### config.mk
export PLATFORM = sky130hd
export DESIGN_NAME = ddrimr_core
export DESIGN_NICKNAME = d
export VERILOG_FILES = /design/src/hw/ddrimr_pkg.sv /design/src/hw/ddrimr_core.sv
export SDC_FILE = /design/constraint.sdc
export NUM_CORES = 1
export LEC_CHECK = 0
export BUFFER_PORTS_ARGS = -buffer_cell sky130_fd_sc_hd__buf_2
export CAP_MARGIN = 20
export CORE_ASPECT_RATIO = 0.6
export CORE_MARGIN = 5
export CORE_UTILIZATION = 51
export CTS_CLUSTER_DIAMETER = 40
export DETAILED_ROUTE_END_ITERATION = 6
export GPL_TIMING_DRIVEN = 1
export PLACE_DENSITY = 0.76
export SYNTH_ARGS = -nofsm -noshare
export SYNTH_HDL_FRONTEND = slang
export SYNTH_SLANG_ARGS = --single-unit
export TNS_END_PERCENT = 20
### constraint.sdc
create_clock -name clk_sys_i -period 2.2 [get_ports clk_sys_i]
set_input_delay 0.11 -clock clk_sys_i [delete_from_list [all_inputs] [get_ports clk_sys_i]]
set_output_delay 0.11 -clock clk_sys_i [all_outputs]
set_load 0.05 [all_outputs]
### src/hw/ddrimr_pkg.sv
// package: constants, mode register layout and states of the ddr3 init and mode register block
package ddrimr_pkg;

	// clock and timing
	localparam int CLK_MHZ = 50;
	localparam int RESET_SELF_INIT_US = 500;
	localparam int SELF_INIT_CYCLES = RESET_SELF_INIT_US * CLK_MHZ;
	localparam int BANKS = 8;
	localparam int BURST_LEN8 = 8;
	localparam int BURST_CHOP4 = 4;
	localparam int ADDR_W = 15;
	localparam int BANK_W = 3;

	// address bits of read/write commands
	localparam int ADDR_AP_BIT = 10;
	localparam int ADDR_BC_BIT = 12;

	// mode register field positions
	localparam int MR0_PPD_BIT = 12;
	localparam int MR0_WR_MSB = 11;
	localparam int MR0_WR_LSB = 9;
	localparam int MR0_DLLRST_BIT = 8;
	localparam int MR0_TEST_BIT = 7;
	localparam int MR0_BL_MSB = 1;
	localparam int MR0_BL_LSB = 0;
	localparam int MR1_DLLDIS_BIT = 0;

	// mode register select values on ba[1:0]
	localparam logic [1:0] SEL_MR0 = 2'h0;
	localparam logic [1:0] SEL_MR1 = 2'h1;
	localparam logic [1:0] SEL_MR2 = 2'h2;
	localparam logic [1:0] SEL_MR3 = 2'h3;

	// burst length field codes
	localparam logic [1:0] BL_FIX8 = 2'h0;
	localparam logic [1:0] BL_OTF = 2'h1;
	localparam logic [1:0] BL_FIX4 = 2'h2;

	// wishbone register byte addresses
	localparam logic [7:0] REG_MR0 = 8'h00;
	localparam logic [7:0] REG_MR1 = 8'h04;
	localparam logic [7:0] REG_MR2 = 8'h08;
	localparam logic [7:0] REG_MR3 = 8'h0C;
	localparam logic [7:0] REG_STATUS = 8'h10;
	localparam logic [7:0] REG_WRCYC = 8'h14;

	// status register bits
	localparam int ST_RDY_BIT = 0;
	localparam int ST_ODTHZ_BIT = 1;
	localparam int ST_DLLRST_BIT = 2;
	localparam int ST_MRSEEN_MSB = 6;
	localparam int ST_MRSEEN_LSB = 3;

	// reset values
	localparam logic [ADDR_W-1:0] MR_RESET = 15'h0000;

	// init progress states
	typedef enum logic [3:0] {
		DDRIMR_RESET = 4'h1,
		DDRIMR_SELF_INIT = 4'h2,
		DDRIMR_WAIT_CKE = 4'h4,
		DDRIMR_ACTIVE = 4'h8
	} ddrimr_state_t;

endpackage

### src/hw/ddrimr_core.sv
// ddr3 init sequence and mode register decode, as seen from inside the memory
// Function
// RULE_01: eight banks; 8n internal word per access, two beats per clock at pins.
// RULE_02: bursts run eight beats, or four when chopped.
// RULE_03: activate picks bank and row; read/write picks column, A10 AP, A12 BC.
// RULE_04: controller holds reset 200us and drops CKE 10ns before release.
// RULE_05: 500us self initialization after reset release before CKE rises.
// RULE_06: clock stable and NOP/deselect registered before CKE rises.
// RULE_07: CKE stays high until initialization ends.
// RULE_08: termination high impedance under reset and until CKE registered high.
// RULE_09: ODT static from CKE high until initialization completes.
// RULE_10: first MRS waits tXPR after CKE high.
// RULE_11: load MR2, MR3, MR1, MR0 then ZQCL.
// RULE_12: MR1 A0 low enables DLL; MR0 A8 high requests DLL reset.
// RULE_13: controller waits tDLLK and tZQinit after ZQCL.
// RULE_14: warm reset at least 100ns then repeat the init sequence.
// RULE_15: every mode register written fully after reset.
// RULE_16: MRS and DLL reset leave array contents untouched.
// RULE_17: MRS commands spaced by tMRD.
// RULE_18: only NOP/deselect for tMOD after an MRS.
// RULE_19: reprogramming only while idle.
// RULE_20: MRS is CS RAS CAS WE low; BA1:BA0 selects MR0..MR3, BA2 low. BA2 is checked only for MR0; MR1..MR3 load with BA2 high too.
// RULE_21: MR0 A12 chooses slow or fast precharge power-down exit.
// RULE_22: MR0 write recovery codes: reserved,5,6,7,8,10,12,14.
// RULE_23: BA2 and A13..A14 driven zero during MRS.
// RULE_24: write recovery programmed at least ceil(tWR/tCK).
// RULE_25: write recovery code sits on MR0 A11..A9, A11 msb.
//
// Our own choices: the Wishbone interface to the registers and the register offsets.
module ddrimr_core #(
	parameter int SELF_INIT_CNT = ddrimr_pkg::SELF_INIT_CYCLES
) (
	// system
	input wire logic clk_sys_i,
	input wire logic rst_i,
	// memory command pins, sampled on the system clock
	input wire logic mem_reset_n_i,
	input wire logic cke_i,
	input wire logic cs_n_i,
	input wire logic ras_n_i,
	input wire logic cas_n_i,
	input wire logic we_n_i,
	input wire logic odt_i,
	input wire logic [ddrimr_pkg::BANK_W-1:0] ba_i,
	input wire logic [ddrimr_pkg::ADDR_W-1:0] addr_i,
	// decoded access
	output logic act_o,
	output logic rdwr_o,
	output logic [ddrimr_pkg::BANK_W-1:0] bank_o,
	output logic [ddrimr_pkg::ADDR_W-1:0] row_o,
	output logic [ddrimr_pkg::ADDR_W-1:0] col_o,
	output logic auto_pre_o,
	output logic [3:0] burst_beats_o,
	// init and mode status
	output logic odt_hz_o,
	output logic init_done_o,
	output logic dll_reset_o,
	output logic dll_enable_o,
	output logic fast_pd_exit_o,
	output logic [3:0] wr_cycles_o,
	// wishbone classic slave
	input wire logic wb_cyc_i,
	input wire logic wb_stb_i,
	input wire logic wb_we_i,
	input wire logic [7:0] wb_adr_i,
	input wire logic [3:0] wb_sel_i,
	input wire logic [31:0] wb_dat_i,
	output logic [31:0] wb_dat_o,
	output logic wb_ack_o
);
	import ddrimr_pkg::*;

	// write recovery decode, 0 marks the reserved code
	function automatic logic [3:0] wr_decode(input logic [2:0] code);
		case (code) // RULE_22
			3'h1: wr_decode = 4'h5;
			3'h2: wr_decode = 4'h6;
			3'h3: wr_decode = 4'h7;
			3'h4: wr_decode = 4'h8;
			3'h5: wr_decode = 4'hA;
			3'h6: wr_decode = 4'hC;
			3'h7: wr_decode = 4'hE;
			default: wr_decode = 4'h0;
		endcase
	endfunction

	// whole state of the block
	typedef struct packed {
		logic [1:0] rstn_sync;
		logic [1:0] cke_sync;
		logic [1:0] cs_sync;
		logic [1:0] ras_sync;
		logic [1:0] cas_sync;
		logic [1:0] we_sync;
		logic [1:0] odt_sync;
		logic [BANK_W-1:0] ba_s1;
		logic [BANK_W-1:0] ba_s2;
		logic [ADDR_W-1:0] addr_s1;
		logic [ADDR_W-1:0] addr_s2;
		ddrimr_state_t st;
		logic [24:0] cnt;
		logic [ADDR_W-1:0] mr0;
		logic [ADDR_W-1:0] mr1;
		logic [ADDR_W-1:0] mr2;
		logic [ADDR_W-1:0] mr3;
		logic [3:0] mr_seen;
		logic act;
		logic rdwr;
		logic [BANK_W-1:0] bank;
		logic [ADDR_W-1:0] row;
		logic [ADDR_W-1:0] col;
		logic auto_pre;
		logic [3:0] beats;
		logic odt_hz;
		logic dll_rst;
		logic init_done;
		logic dll_en;
		logic [3:0] wr_cyc;
		logic [31:0] wb_dat;
		logic wb_ack;
	} ddrimr_regs_t;

	ddrimr_regs_t s_q, s_d;

	logic rstn_s, cke_s, cs_s, ras_s, cas_s, we_s;
	logic [BANK_W-1:0] ba_s;
	logic [ADDR_W-1:0] addr_s;
	logic cmd_mrs, cmd_act, cmd_rdwr;
	logic [31:0] rd_word;
	logic [ADDR_W-1:0] wr_mr;

	// second flop of each pin synchroniser
	assign rstn_s = s_q.rstn_sync[1];
	assign cke_s = s_q.cke_sync[1];
	assign cs_s = s_q.cs_sync[1];
	assign ras_s = s_q.ras_sync[1];
	assign cas_s = s_q.cas_sync[1];
	assign we_s = s_q.we_sync[1];
	assign ba_s = s_q.ba_s2;
	assign addr_s = s_q.addr_s2;

	// command decode, only while the memory is out of reset with cke high
	// commands seen in the reset state, self init or with cke low are dropped on purpose
	assign cmd_mrs = (s_q.st == DDRIMR_ACTIVE) && cke_s && !cs_s && !ras_s && !cas_s && !we_s;
	assign cmd_act = (s_q.st == DDRIMR_ACTIVE) && cke_s && !cs_s && !ras_s && cas_s && we_s;
	assign cmd_rdwr = (s_q.st == DDRIMR_ACTIVE) && cke_s && !cs_s && ras_s && !cas_s;

	// register read mux
	always_comb begin
		rd_word = 32'h0000_0000;
		case (wb_adr_i)
			REG_MR0: rd_word = {17'h0, s_q.mr0};
			REG_MR1: rd_word = {17'h0, s_q.mr1};
			REG_MR2: rd_word = {17'h0, s_q.mr2};
			REG_MR3: rd_word = {17'h0, s_q.mr3};
			REG_STATUS: begin
				rd_word[ST_RDY_BIT] = (s_q.st == DDRIMR_ACTIVE);
				rd_word[ST_ODTHZ_BIT] = s_q.odt_hz;
				rd_word[ST_DLLRST_BIT] = s_q.dll_rst;
				rd_word[ST_MRSEEN_MSB:ST_MRSEEN_LSB] = s_q.mr_seen;
			end
			REG_WRCYC: rd_word = {28'h0, wr_decode(s_q.mr0[MR0_WR_MSB:MR0_WR_LSB])};
			default: rd_word = 32'h0000_0000;
		endcase
	end

	// software write value for a mode register, byte lanes honoured
	always_comb begin
		wr_mr = s_q.mr0;
		case (wb_adr_i)
			REG_MR1: wr_mr = s_q.mr1;
			REG_MR2: wr_mr = s_q.mr2;
			REG_MR3: wr_mr = s_q.mr3;
			default: wr_mr = s_q.mr0;
		endcase
		if (wb_sel_i[0]) begin
			wr_mr[7:0] = wb_dat_i[7:0];
		end
		if (wb_sel_i[1]) begin
			wr_mr[14:8] = wb_dat_i[14:8];
		end
	end

	// next state
	always_comb begin
		s_d = s_q;
		s_d.rstn_sync = {s_q.rstn_sync[0], mem_reset_n_i};
		s_d.cke_sync = {s_q.cke_sync[0], cke_i};
		s_d.cs_sync = {s_q.cs_sync[0], cs_n_i};
		s_d.ras_sync = {s_q.ras_sync[0], ras_n_i};
		s_d.cas_sync = {s_q.cas_sync[0], cas_n_i};
		s_d.we_sync = {s_q.we_sync[0], we_n_i};
		s_d.odt_sync = {s_q.odt_sync[0], odt_i};
		// bank and address take the same two flops so they stay aligned with the command
		s_d.ba_s1 = ba_i;
		s_d.ba_s2 = s_q.ba_s1;
		s_d.addr_s1 = addr_i;
		s_d.addr_s2 = s_q.addr_s1;
		s_d.act = 1'b0;
		s_d.rdwr = 1'b0;
		s_d.dll_rst = 1'b0;

		// init progress; reset pin wins at any point, warm or cold
		case (s_q.st)
			DDRIMR_RESET: begin
				s_d.odt_hz = 1'b1; // RULE_08
				s_d.cnt = 25'h0;
				if (rstn_s) begin
					s_d.st = DDRIMR_SELF_INIT; // RULE_14
				end
			end
			DDRIMR_SELF_INIT: begin
				// internal init runs without the memory clock
				s_d.cnt = s_q.cnt + 25'h1; // RULE_05
				if (s_q.cnt >= 25'(SELF_INIT_CNT - 1)) begin
					s_d.st = DDRIMR_WAIT_CKE;
				end
			end
			DDRIMR_WAIT_CKE: begin
				if (cke_s) begin
					s_d.st = DDRIMR_ACTIVE;
					s_d.odt_hz = 1'b0; // RULE_08
				end
			end
			DDRIMR_ACTIVE: begin
				s_d.odt_hz = 1'b0;
			end
			default: begin
				s_d.st = DDRIMR_RESET;
			end
		endcase
		// a pin mrs in the reset cycle still marks its flag; the state drop keeps done low
		if (!rstn_s) begin
			s_d.st = DDRIMR_RESET;
			s_d.odt_hz = 1'b1; // RULE_08
			s_d.mr_seen = 4'h0; // RULE_15
		end

		// mode register set from the pins; array state is never touched here
		if (cmd_mrs) begin // RULE_20 RULE_16
			case (ba_s[1:0])
				SEL_MR0: begin
					if (!ba_s[2]) begin
						s_d.mr0 = addr_s;
						s_d.mr_seen[0] = 1'b1;
						s_d.dll_rst = addr_s[MR0_DLLRST_BIT]; // RULE_12
					end
				end
				SEL_MR1: begin
					s_d.mr1 = addr_s;
					s_d.mr_seen[1] = 1'b1;
				end
				SEL_MR2: begin
					s_d.mr2 = addr_s;
					s_d.mr_seen[2] = 1'b1;
				end
				default: begin
					s_d.mr3 = addr_s;
					s_d.mr_seen[3] = 1'b1;
				end
			endcase
		end

		// activate latches bank and row, read or write gives column
		if (cmd_act) begin // RULE_03
			s_d.act = 1'b1;
			s_d.bank = ba_s;
			s_d.row = addr_s;
		end
		if (cmd_rdwr) begin // RULE_03
			s_d.rdwr = 1'b1;
			s_d.bank = ba_s;
			s_d.col = addr_s;
			s_d.auto_pre = addr_s[ADDR_AP_BIT];
			// burst length from MR0, chop selectable on the fly by A12
			case (s_q.mr0[MR0_BL_MSB:MR0_BL_LSB]) // RULE_02
				BL_FIX4: s_d.beats = 4'(BURST_CHOP4);
				BL_OTF: s_d.beats = addr_s[ADDR_BC_BIT] ? 4'(BURST_LEN8) : 4'(BURST_CHOP4);
				default: s_d.beats = 4'(BURST_LEN8);
			endcase
		end

		// wishbone classic: one wait state, ack dropped the cycle after
		s_d.wb_ack = 1'b0;
		if (wb_cyc_i && wb_stb_i && !s_q.wb_ack) begin
			s_d.wb_ack = 1'b1;
			s_d.wb_dat = rd_word;
			if (wb_we_i) begin
				// software preload; a pin MRS in the same cycle is overridden
				case (wb_adr_i)
					REG_MR0: s_d.mr0 = wr_mr;
					REG_MR1: s_d.mr1 = wr_mr;
					REG_MR2: s_d.mr2 = wr_mr;
					REG_MR3: s_d.mr3 = wr_mr;
					default: s_d.wb_dat = rd_word;
				endcase
			end
		end

		// status outputs registered from the next state, so they line up with the
		// mode registers; a decoder behind the flops could glitch at the pins
		s_d.init_done = (s_d.st == DDRIMR_ACTIVE) && (&s_d.mr_seen); // RULE_15
		s_d.dll_en = !s_d.mr1[MR1_DLLDIS_BIT]; // RULE_12
		s_d.wr_cyc = wr_decode(s_d.mr0[MR0_WR_MSB:MR0_WR_LSB]); // RULE_22
	end

	// state register
	always_ff @(posedge clk_sys_i) begin
		if (rst_i) begin
			s_q <= '0;
			s_q.st <= DDRIMR_RESET;
			s_q.odt_hz <= 1'b1;
			s_q.beats <= 4'(BURST_LEN8);
			s_q.mr0 <= MR_RESET;
			s_q.mr1 <= MR_RESET;
			s_q.mr2 <= MR_RESET;
			s_q.mr3 <= MR_RESET;
			s_q.dll_en <= !MR_RESET[MR1_DLLDIS_BIT]; // mr1 reset value has the dll on
		end else begin
			s_q <= s_d;
		end
	end

	// outputs, all from flops; BANKS of banks addressed by bank_o
	assign act_o = s_q.act;
	assign rdwr_o = s_q.rdwr;
	assign bank_o = s_q.bank; // RULE_01
	assign row_o = s_q.row;
	assign col_o = s_q.col;
	assign auto_pre_o = s_q.auto_pre;
	assign burst_beats_o = s_q.beats;
	assign odt_hz_o = s_q.odt_hz;
	assign init_done_o = s_q.init_done;
	assign dll_reset_o = s_q.dll_rst;
	assign dll_enable_o = s_q.dll_en; // RULE_12
	assign fast_pd_exit_o = s_q.mr0[MR0_PPD_BIT]; // RULE_21
	// reads 0 for the reserved code, so software can spot an unset field
	assign wr_cycles_o = s_q.wr_cyc; // RULE_25
	assign wb_dat_o = s_q.wb_dat;
	assign wb_ack_o = s_q.wb_ack;

endmodule

Word level (Yosys, flattened, before mapping)
Cells that the tools add are included.
{ "word_totals": {"reg_bits": 205, "input_bits": 74, "word_cells": 130} }
{ "classes": {"addsub": 1, "order_cmp": 1, "n_eq_ne": 29, "muxes": 37, "bitwise_logic": 3, "n_reduce_logical": 28} }
{ "op_table": {"columns": ["cell", "n"], "rows": [
  ["$mux W15", 8],
  ["$mux W60", 2],
  ["$mux W64", 1],
  ["$pmux W4 S7", 2],
  ["$pmux W25 S2", 1],
  ["$pmux W15 S3", 1],
  ["$pmux W7 S6", 1],
  ["$pmux W8 S4", 1],
  ["$add A25 B1 Y25 const B", 1],
  ["$ge A25 B15 Y1 const B", 1],
  ["$eq A3 B3 Y1 const B", 8],
  ["$mux W4", 6],
  ["$mux W18", 1],
  ["$eq A8 B4 Y1 const B", 2],
  ["$eq A8 B5 Y1 const B", 2],
  ["$mux W16", 1],
  ["$pmux W4 S4", 1],
  ["$eq A3 B2 Y1 const B", 4],
  ["$logic_and A1 B1 Y1", 12],
  ["$eq A4 B4 Y1 const B", 2],
  ["$eq A8 B3 Y1 const B", 1],
  ["$logic_not A8 Y1", 1],
  ["$mux W8", 1],
  ["$pmux W4 S2", 1],
  ["20 further kinds", 37]
]} }

Longest topological paths before layout
Gate-level depths: netlist (run 1).
{ "depth": {"word_depth": 12, "ltp_mapped": 8, "mapped_depth_nobuf": 6} }

Least setup slack after synthesis (run 1)
OpenSTA, ideal clock, no wires.
{ "synth_timing": {"path_kind": "reg-to-reg", "startpoint": "reg s_q[171] in the netlist's numbering", "endpoint": "reg s_q[88] in the netlist's numbering", "arrival_time_ps": 2005, "path_slack_ps": 68, "stages_incl_launch_ff": 8, "n_path_buf": 2, "period_less_slack_ps": 2132, "cell_sequence": "dfxtp_1 > buf_2 > nor4b_4 > and3_1 > nand3_1 > clkbuf_1 > mux2i_1 > o22ai_2"} }
{ "synth_between": {"elab_chain_len": 10} }
{ "synth_rtl": {"columns": ["item", "line_no", "text"], "rows": [
  ["from (decl)", "ddrimr_core.sv:123", "ddrimr_regs_t s_q, s_d;"],
  ["$eq A4 B4 Y1 (*)", "ddrimr_core.sv:144", "assign cmd_mrs = (s_q.st == DDRIMR_ACTIVE) && cke_s && !cs_s && !ras_s && !cas_s && !we_s;"],
  ["$logic_and A1 B1 Y1 (*) (5 in a row)", "ddrimr_core.sv:144", null],
  ["$mux W64 (*)", "ddrimr_core.sv:240", "if (cmd_mrs) begin"],
  ["$mux W15", "ddrimr_core.sv:290", "case (wb_adr_i)"],
  ["$mux W60", "ddrimr_core.sv:288", "if (wb_we_i) begin"],
  ["$mux W60 (*)", "ddrimr_core.sv:285", "if (wb_cyc_i && wb_stb_i && !s_q.wb_ack) begin"]
]} }
Every way passes the cells marked *; elsewhere a longest branch is shown, timed or not.
A chain may end at the register's enable or synchronous reset.

Worst setup path after layout (run 1)
{ "layout_timing": {"startpoint": "reg s_q[170] in the netlist's numbering", "endpoint": "reg s_q[167] in the netlist's numbering"} }
{ "layout_between": {"elab_chain_len": 2} }
{ "layout_rtl": {"columns": ["item", "line_no", "text"], "rows": [
  ["$eq A4 B2 Y1 / $eq A4 B1 Y1 (equally long branches)", "ddrimr_core.sv:204", "case (s_q.st)"],
  ["$pmux W25 S2 / $reduce_bool A2 Y1 (equally long branches)", null, null]
]} }
Several ways; a longest one is shown, not always the timed one.

==> flow_summary.ini, run 1 <==
[timing]
slew_headroom = 0.5438
maxSlewViolCount = 0
worst_pin_slew_ps = 677.1
min_period_over_period = 0.9653
hold_violations = 0
max_freq_ghz = 0.4709
finalSetupViolCount = 0
finalSetupTns_ps = 0
fin_worst_hold_slack_ps = 60.38
finalClockSkew_ps = 13.58
fin_crit_ps = 2124

[global_routing]
grt_pass1_wl_microns = 43440
grt_start_max_net_pins = 88
grt_pass1_vias = 7459
antenna_found_initial = 0
track_usage = 0.2593
overflow = 0

[critical_path]
cpMaxStageDelayCell = or4b_1
path_cells = or4b_1 > buf_4 > nor4_1 > mux2_2 > nor2_1
worst_ep_arrival_time_ps = 2550
criticalPathCategory = reg2reg
critPathMaxFanout = 8
crit_family = simple AND/OR/NAND/NOR gates
cp-end-kind = register
worstRegToRegCells = 5
worstPathRequired_ps = 2630
startpoint_type = register
critical-path-max-stage-delay_ps = 680
cp.depth = 5
worst-path-buf-inv = 1

[die]
pin_count = 156
die_area_sq_um = 21360
placement_rows = 38
start_util = 0.5195
die_w_microns = 185.4
die_h_microns = 115.2
coreArea_sq_um = 18110

[drt]
drt_wl_total_microns = 28550
ant_nets = 0
drtIter0Drc = 921
viasPerCell = 5.851
wl_per_cell_microns = 20.28
drc = 0
vias = 8238
drtPass1Iterations = 5

[place]
place_congestion = 0.9536
hpwl_microns = 19880
dpl_cell_area_sq_um = 10120
io_buffers = 116
dp.cells = 1338

[pwr]
static-leakage-power_nw = 4.797
vdd_drop_max_v = 0.0004284
powerDensity_nw_per_um2 = 708.8
p_total_mw = 7.933

[yosys]
ys_top_cells_by_area = dfxtp_1 43%, mux2i_1 6.8%, buf_4 6.0%, mux2_2 4.2%, nor2b_1 3.8%
ys_ff_latch = 202
syn-cell-area_sq_um = 9412
synthDistinctLibCells = 71
synthFlopType = dfxtp_1
synth_top_area_share = 0.4297
syn_avg_cell_area_sq_um = 9.129
synth_edf_count = 0
synth_seq_area_share = 0.4297
syn_inst = 1031
synth_largest_area_cell = dfxtp_1
ys_async_sr_fraction = 0
synth_warnings = 0

[layout]
n_antenna_cell = 0
drive_gt1_frac = 0.2483
layout.cells.non_filler = 1408
syn_to_final_growth_pct = 18.92
nets = 1232
final_area_sq_um = 11190

[run_status]
status = completed

[cts]
clock_latency_ps = 500
root_buffer = clkbuf_16
clockBufferDepth = 3
clk_pin_slew_ps = 60
h-tree-depth = 1
numCtsBuffers = 21
cts_tree = yes
cts.sinks = 202

[min_path]
hold_class = in2reg
hold_depth = 3

[run]
drv_cap = 0
-- layout by cell type (no fill, tap or decap), types with 5 or more instances in the layout --
cell type	netlist	final
a21o_1	16	16
nor4_1	14	14
nor2b_1	57	57
or3_1	8	8
nand4_1	10	10
o211ai_1	8	8
clkbuf_16	0	21
and3_1	6	5
buf_4	75	69
a211oi_1	23	23
a22o_1	10	10
nand2_1	84	84
conb_1	1	19
nand3_1	21	20
nor3_1	11	11
dlygate4sd3_1	0	28
mux2i_1	64	64
dfxtp_1	202	202
o21ai_0	18	18
mux2_2	35	35
a22oi_1	21	21
a32oi_1	5	5
buf_2	13	115
o22ai_1	22	22
a21oi_1	66	66
inv_1	17	17
nor2_1	86	86
buf_12	0	7
o221ai_1	6	6
-- power breakdown --
group	internal [mW]	switching, mW	total [mW]
registers	3.70	0.0448	3.74
clock network	2.22	1.50	3.71
logic	0.169	0.308	0.477
-- what timing repair did --
action,in CTS,in global routing
buffers inserted,2,4
pin swaps,0,3
cloned,0,0
hold buffers,28,0
resized for setup,0,5
endpoints found under the hold margin,29,0
setup endpoints to repair,1,11
-- final cells by class --
| cell class | instances | area, sq um |
|---|---|---|
| Clock inverter | 11 | 147.6 |
| Multi-Input combinational cell | 692 | 4529 |
| Timing Repair Buffer | 221 | 1536 |
| Fill cell | 1490 | 6923 |
| Clock buffer | 25 | 570.5 |
| Inverter | 17 | 63.81 |
| Sequential cell | 202 | 4044 |
| Tap cell | 240 | 300.3 |
-- sequential cells by signal, indices dropped and copies added, names as in the netlist, 2 cells and up --
signal / count
wr_cycles_o: 4
wb_dat_o: 15
addr_s: 15
s_q: 93
ba_s: 3
bank_o: 3
col_o: 15
s_d: 24
burst_beats_o: 2
row_o: 15
-- worst paths after layout --
path	to	slack [ps]	from
max	s_q[167]	80	s_q[170]
min	s_q[88]	60	wb_dat_i[3]
max reg2reg	s_q[167]	80	s_q[170]
min reg2reg	addr_s[14]	430	s_d[188]
-- synth_stat cells (11+ instances only) --
library cell / number
a211oi_1: 23
a21o_1: 16
a21oi_1: 66
a22oi_1: 21
buf_2: 13
buf_4: 75
clkbuf_1: 40
dfxtp_1: 202
inv_1: 17
mux2_2: 35
mux2i_1: 64
nand2_1: 84
nand3_1: 21
nor2_1: 86
nor2b_1: 57
nor3_1: 11
nor4_1: 14
o21ai_0: 18
o22ai_1: 22
-- worst min-delay path: cells and delay by family --
| family | cells | cell delay [ps] |
|---|---|---|
| buffers and inverters | 1 | 100 |
| AO/OA/AOI/OAI | 2 | 300 |
-- cells by family (layout without fill, tap and decap cells) --
kind of cell,count (synthesis),in the layout,synth area share
buffers and inverters,155,274,0.09745
AOI/OAI and AO/OA,226,226,0.1611
muxes,100,100,0.1111
adders and majority gates,3,3,0.003989
and+or+nand+nor,342,342,0.1944
other,1,19,0.0003984
DFF,202,202,0.4297
xor gates and xnor gates,2,2,0.001862
-- routing by layer --
layer,vias to the layer above,global-route usage,part of all wire
li1,3846,-,-
met2,449,0.3582,0.40
met3,46,0.04964,0.11
met4,0,0.05621,0.019
met1,3897,0.4137,0.47
met5,-,0,0
-- through the flow --
stage               utilization  worst slack (ps)
floorplan                     -             68.40
global placement         0.5585             38.91
detailed placement       0.5585             6.700
CTS                      0.6145             64.68
global route             0.6178            -3.656
finish                   0.6178             76.34
Note: power is estimated with default switching activity, not from simulation.
==> run 2: changes to the inputs <==
--- a/config.mk
+++ b/config.mk
@@ -7,13 +7,15 @@
 export LEC_CHECK = 0
 export BUFFER_PORTS_ARGS = -buffer_cell sky130_fd_sc_hd__buf_2
 export CAP_MARGIN = 20
+export CELL_PAD_IN_SITES_DETAIL_PLACEMENT = 1
+export CELL_PAD_IN_SITES_GLOBAL_PLACEMENT = 1
 export CORE_ASPECT_RATIO = 0.6
 export CORE_MARGIN = 5
-export CORE_UTILIZATION = 51
+export CORE_UTILIZATION = 39
 export CTS_CLUSTER_DIAMETER = 40
 export DETAILED_ROUTE_END_ITERATION = 6
 export GPL_TIMING_DRIVEN = 1
-export PLACE_DENSITY = 0.76
+export PLACE_DENSITY_LB_ADDON = 0.1
 export SYNTH_ARGS = -nofsm -noshare
 export SYNTH_HDL_FRONTEND = slang
 export SYNTH_SLANG_ARGS = --single-unit
==> run 2 against run 1 <==
  * Global-route usage fell by 3.3 points
  * Cell area is 2.4% higher
  * Combinational power rose by 2%
  * Flip-flop and latch count is the same
  * Final cell count up 6.3%
  * Sequential share of layout area is 0.84 points lower
  * Worst setup slack worse by 23 ps
  * Critical path type unchanged
  * Critical endpoint is now s_q[157]
  * Highest routed layer unchanged
==> flow_summary.ini, run 2 (synthesis results as in run 1) <==
[cts]
numCtsBuffers = 26
root_buffer = clkbuf_16
cts_setup_buffers = 0
clockBufferDepth = 3
cts.sinks = 202
h-tree-depth = 1
cts_tree = yes
clock_latency_ps = 530
clk_pin_slew_ps = 60

[place]
dp.cells = 1424
place_congestion = 0.8612
io_buffers = 116
hpwl_microns = 22940
dp_slack_ps = 11.52

[run]
drv_cap = 0

[die]
start_util = 0.3930
die_w_microns = 210.6
die_area_sq_um = 27440
die_h_microns = 130.3
coreArea_sq_um = 23950
pin_count = 156
placement_rows = 44

[pwr]
static-leakage-power_nw = 4.876
vdd_drop_max_v = 0.0004394
powerDensity_nw_per_um2 = 760.9

[run_status]
status = completed

[critical_path]
path_cells = or4b_1 > buf_4 > buf_4 > nor3_1 > mux2_2 > nor2_1
cp-end-kind = register
r2r-end = s_q[157]
worst-path-buf-inv = 2
cpMostUsedCell = buf_4
critPathMaxFanout = 8
criticalPathCategory = reg2reg
crit_family = simple AND/OR/NAND/NOR gates
worstRegToRegCells = 6
cpMaxStageDelayCell = or4b_1
rr_startpoint = s_q[170]
worstPathRequired_ps = 2670
critical-path-max-stage-delay_ps = 700
rrSetupSlack_ps = 50
worst_ep_arrival_time_ps = 2620
startpoint_type = register

[global_routing]
antenna_found_initial = 2
grt_start_max_net_pins = 46
grt_pass1_wl_microns = 48110
overflow = 0
grt_pass1_vias = 7910
track_usage = 0.2267

[layout]
layout.cells.non_filler = 1497
largest_reg_flops = 93
final_common_cell = dfxtp_1
regMostFlops = s_q
n_antenna_cell = 0
nets = 1234
syn_to_final_growth_pct = 21.76
final.fill_count = 2775
final_cell_mix = 202 x dfxtp_1, 115 x buf_2, 86 x nor2_1, 84 x nand2_1, 68 x buf_4
drive_gt1_frac = 0.2528

[timing]
min_period_over_period = 0.9758
worst_pin_slew_ps = 694.9
max_freq_ghz = 0.4658
slew_headroom = 0.5302
finalSetupViolCount = 0
rsz0062_at_grt = yes
setup_slack_ps = 53.21
finalClockSkew_ps = 10.37
hold_violations = 0
fin_crit_ps = 2147
maxSlewViolCount = 0
finalSetupTns_ps = 0

[drt]
drt_wl_total_microns = 31750
drtPass1Iterations = 5
drtIter0Drc = 463
viasPerCell = 5.361
wl_per_cell_microns = 21.21
drc = 0
vias = 8026
ant_nets = 0

[min_path]
hold_depth = 4
hold_class = in2reg
worstHoldStart = wb_dat_i[4]
min_to = s_q[104]
## run 2: area by class of cell
class / instances / area (sq um) / area share
Timing Repair Buffer: 218 / 1508 / 0.1316
Inverter: 17 / 63.81 / 0.005568
Clock buffer: 33 / 738.2 / 0.06442
Multi-Input combinational cell: 692 / 4529 / 0.3952
Sequential cell: 202 / 4044 / 0.3529
Clock inverter: 13 / 173.9 / 0.01518
Tap cell: 322 / 402.9 / 0.03516
## run 2: how the worst max path moves through the flow
stage / startpoint / to / slack, ps / depth (start not counted)
finish: s_q[170] / s_q[157] / 50 / 6
global route: s_q[171] / wr_cycles_o[2] / -20 / 7
CTS: s_q[170] / s_q[168] / 50 / 5
detailed placement: wb_adr_i[1] / s_q[135] / 10 / 8
global placement: wb_adr_i[1] / s_q[134] / 70 / 8
floorplan: s_q[171] / s_q[88] / 70 / 7
## run 2: worst reg2reg max path: stages (launching register included)
cell     delay [ps]
dfxtp_1         300
or4b_1          700
buf_4           250
buf_4           160
nor3_1          240
mux2_2          370
nor2_1           80
## run 2: timing repair
| action | CTS | global route |
|---|---|---|
| hold buffers | 27 | 0 |
| endpoints found under the setup margin | 0 | 11 |
| resized for setup | 0 | 4 |
| endpoints found under the hold margin | 34 | 0 |
## run 2: metal layers
layer	up-vias	share of wire	track usage
met5	-	0	0
met4	0	0.012	0.03390
met3	30	0.062	0.04205
met2	210	0.41	0.3220
met1	3929	0.52	0.3600
li1	3857	-	-
## run 2: power breakdown
| part | internal (mW) | switching (mW) |
|---|---|---|
| sequential | 3.70 | 0.0484 |
| combinational | 0.170 | 0.315 |
| clock | 2.75 | 1.73 |
| total | 6.62 | 2.10 |
## run 2: stage by stage
step / hold slack [ps] / total power, mW / utilization / instance area (sq um)
6_report: 29.75 / 8.719 / 0.4785 / 11460
5_1_grt: 32.28 / 9.012 / 0.4785 / 11460
4_1_cts: 6.256 / 8.810 / 0.4779 / 11440
3_5_place_dp: 324.8 / 4.272 / 0.4285 / 10260
3_3_place_gp: 320.0 / 4.269 / 0.4285 / 10260
2_1_floorplan: 238.2 / 4.088 / - / 9479
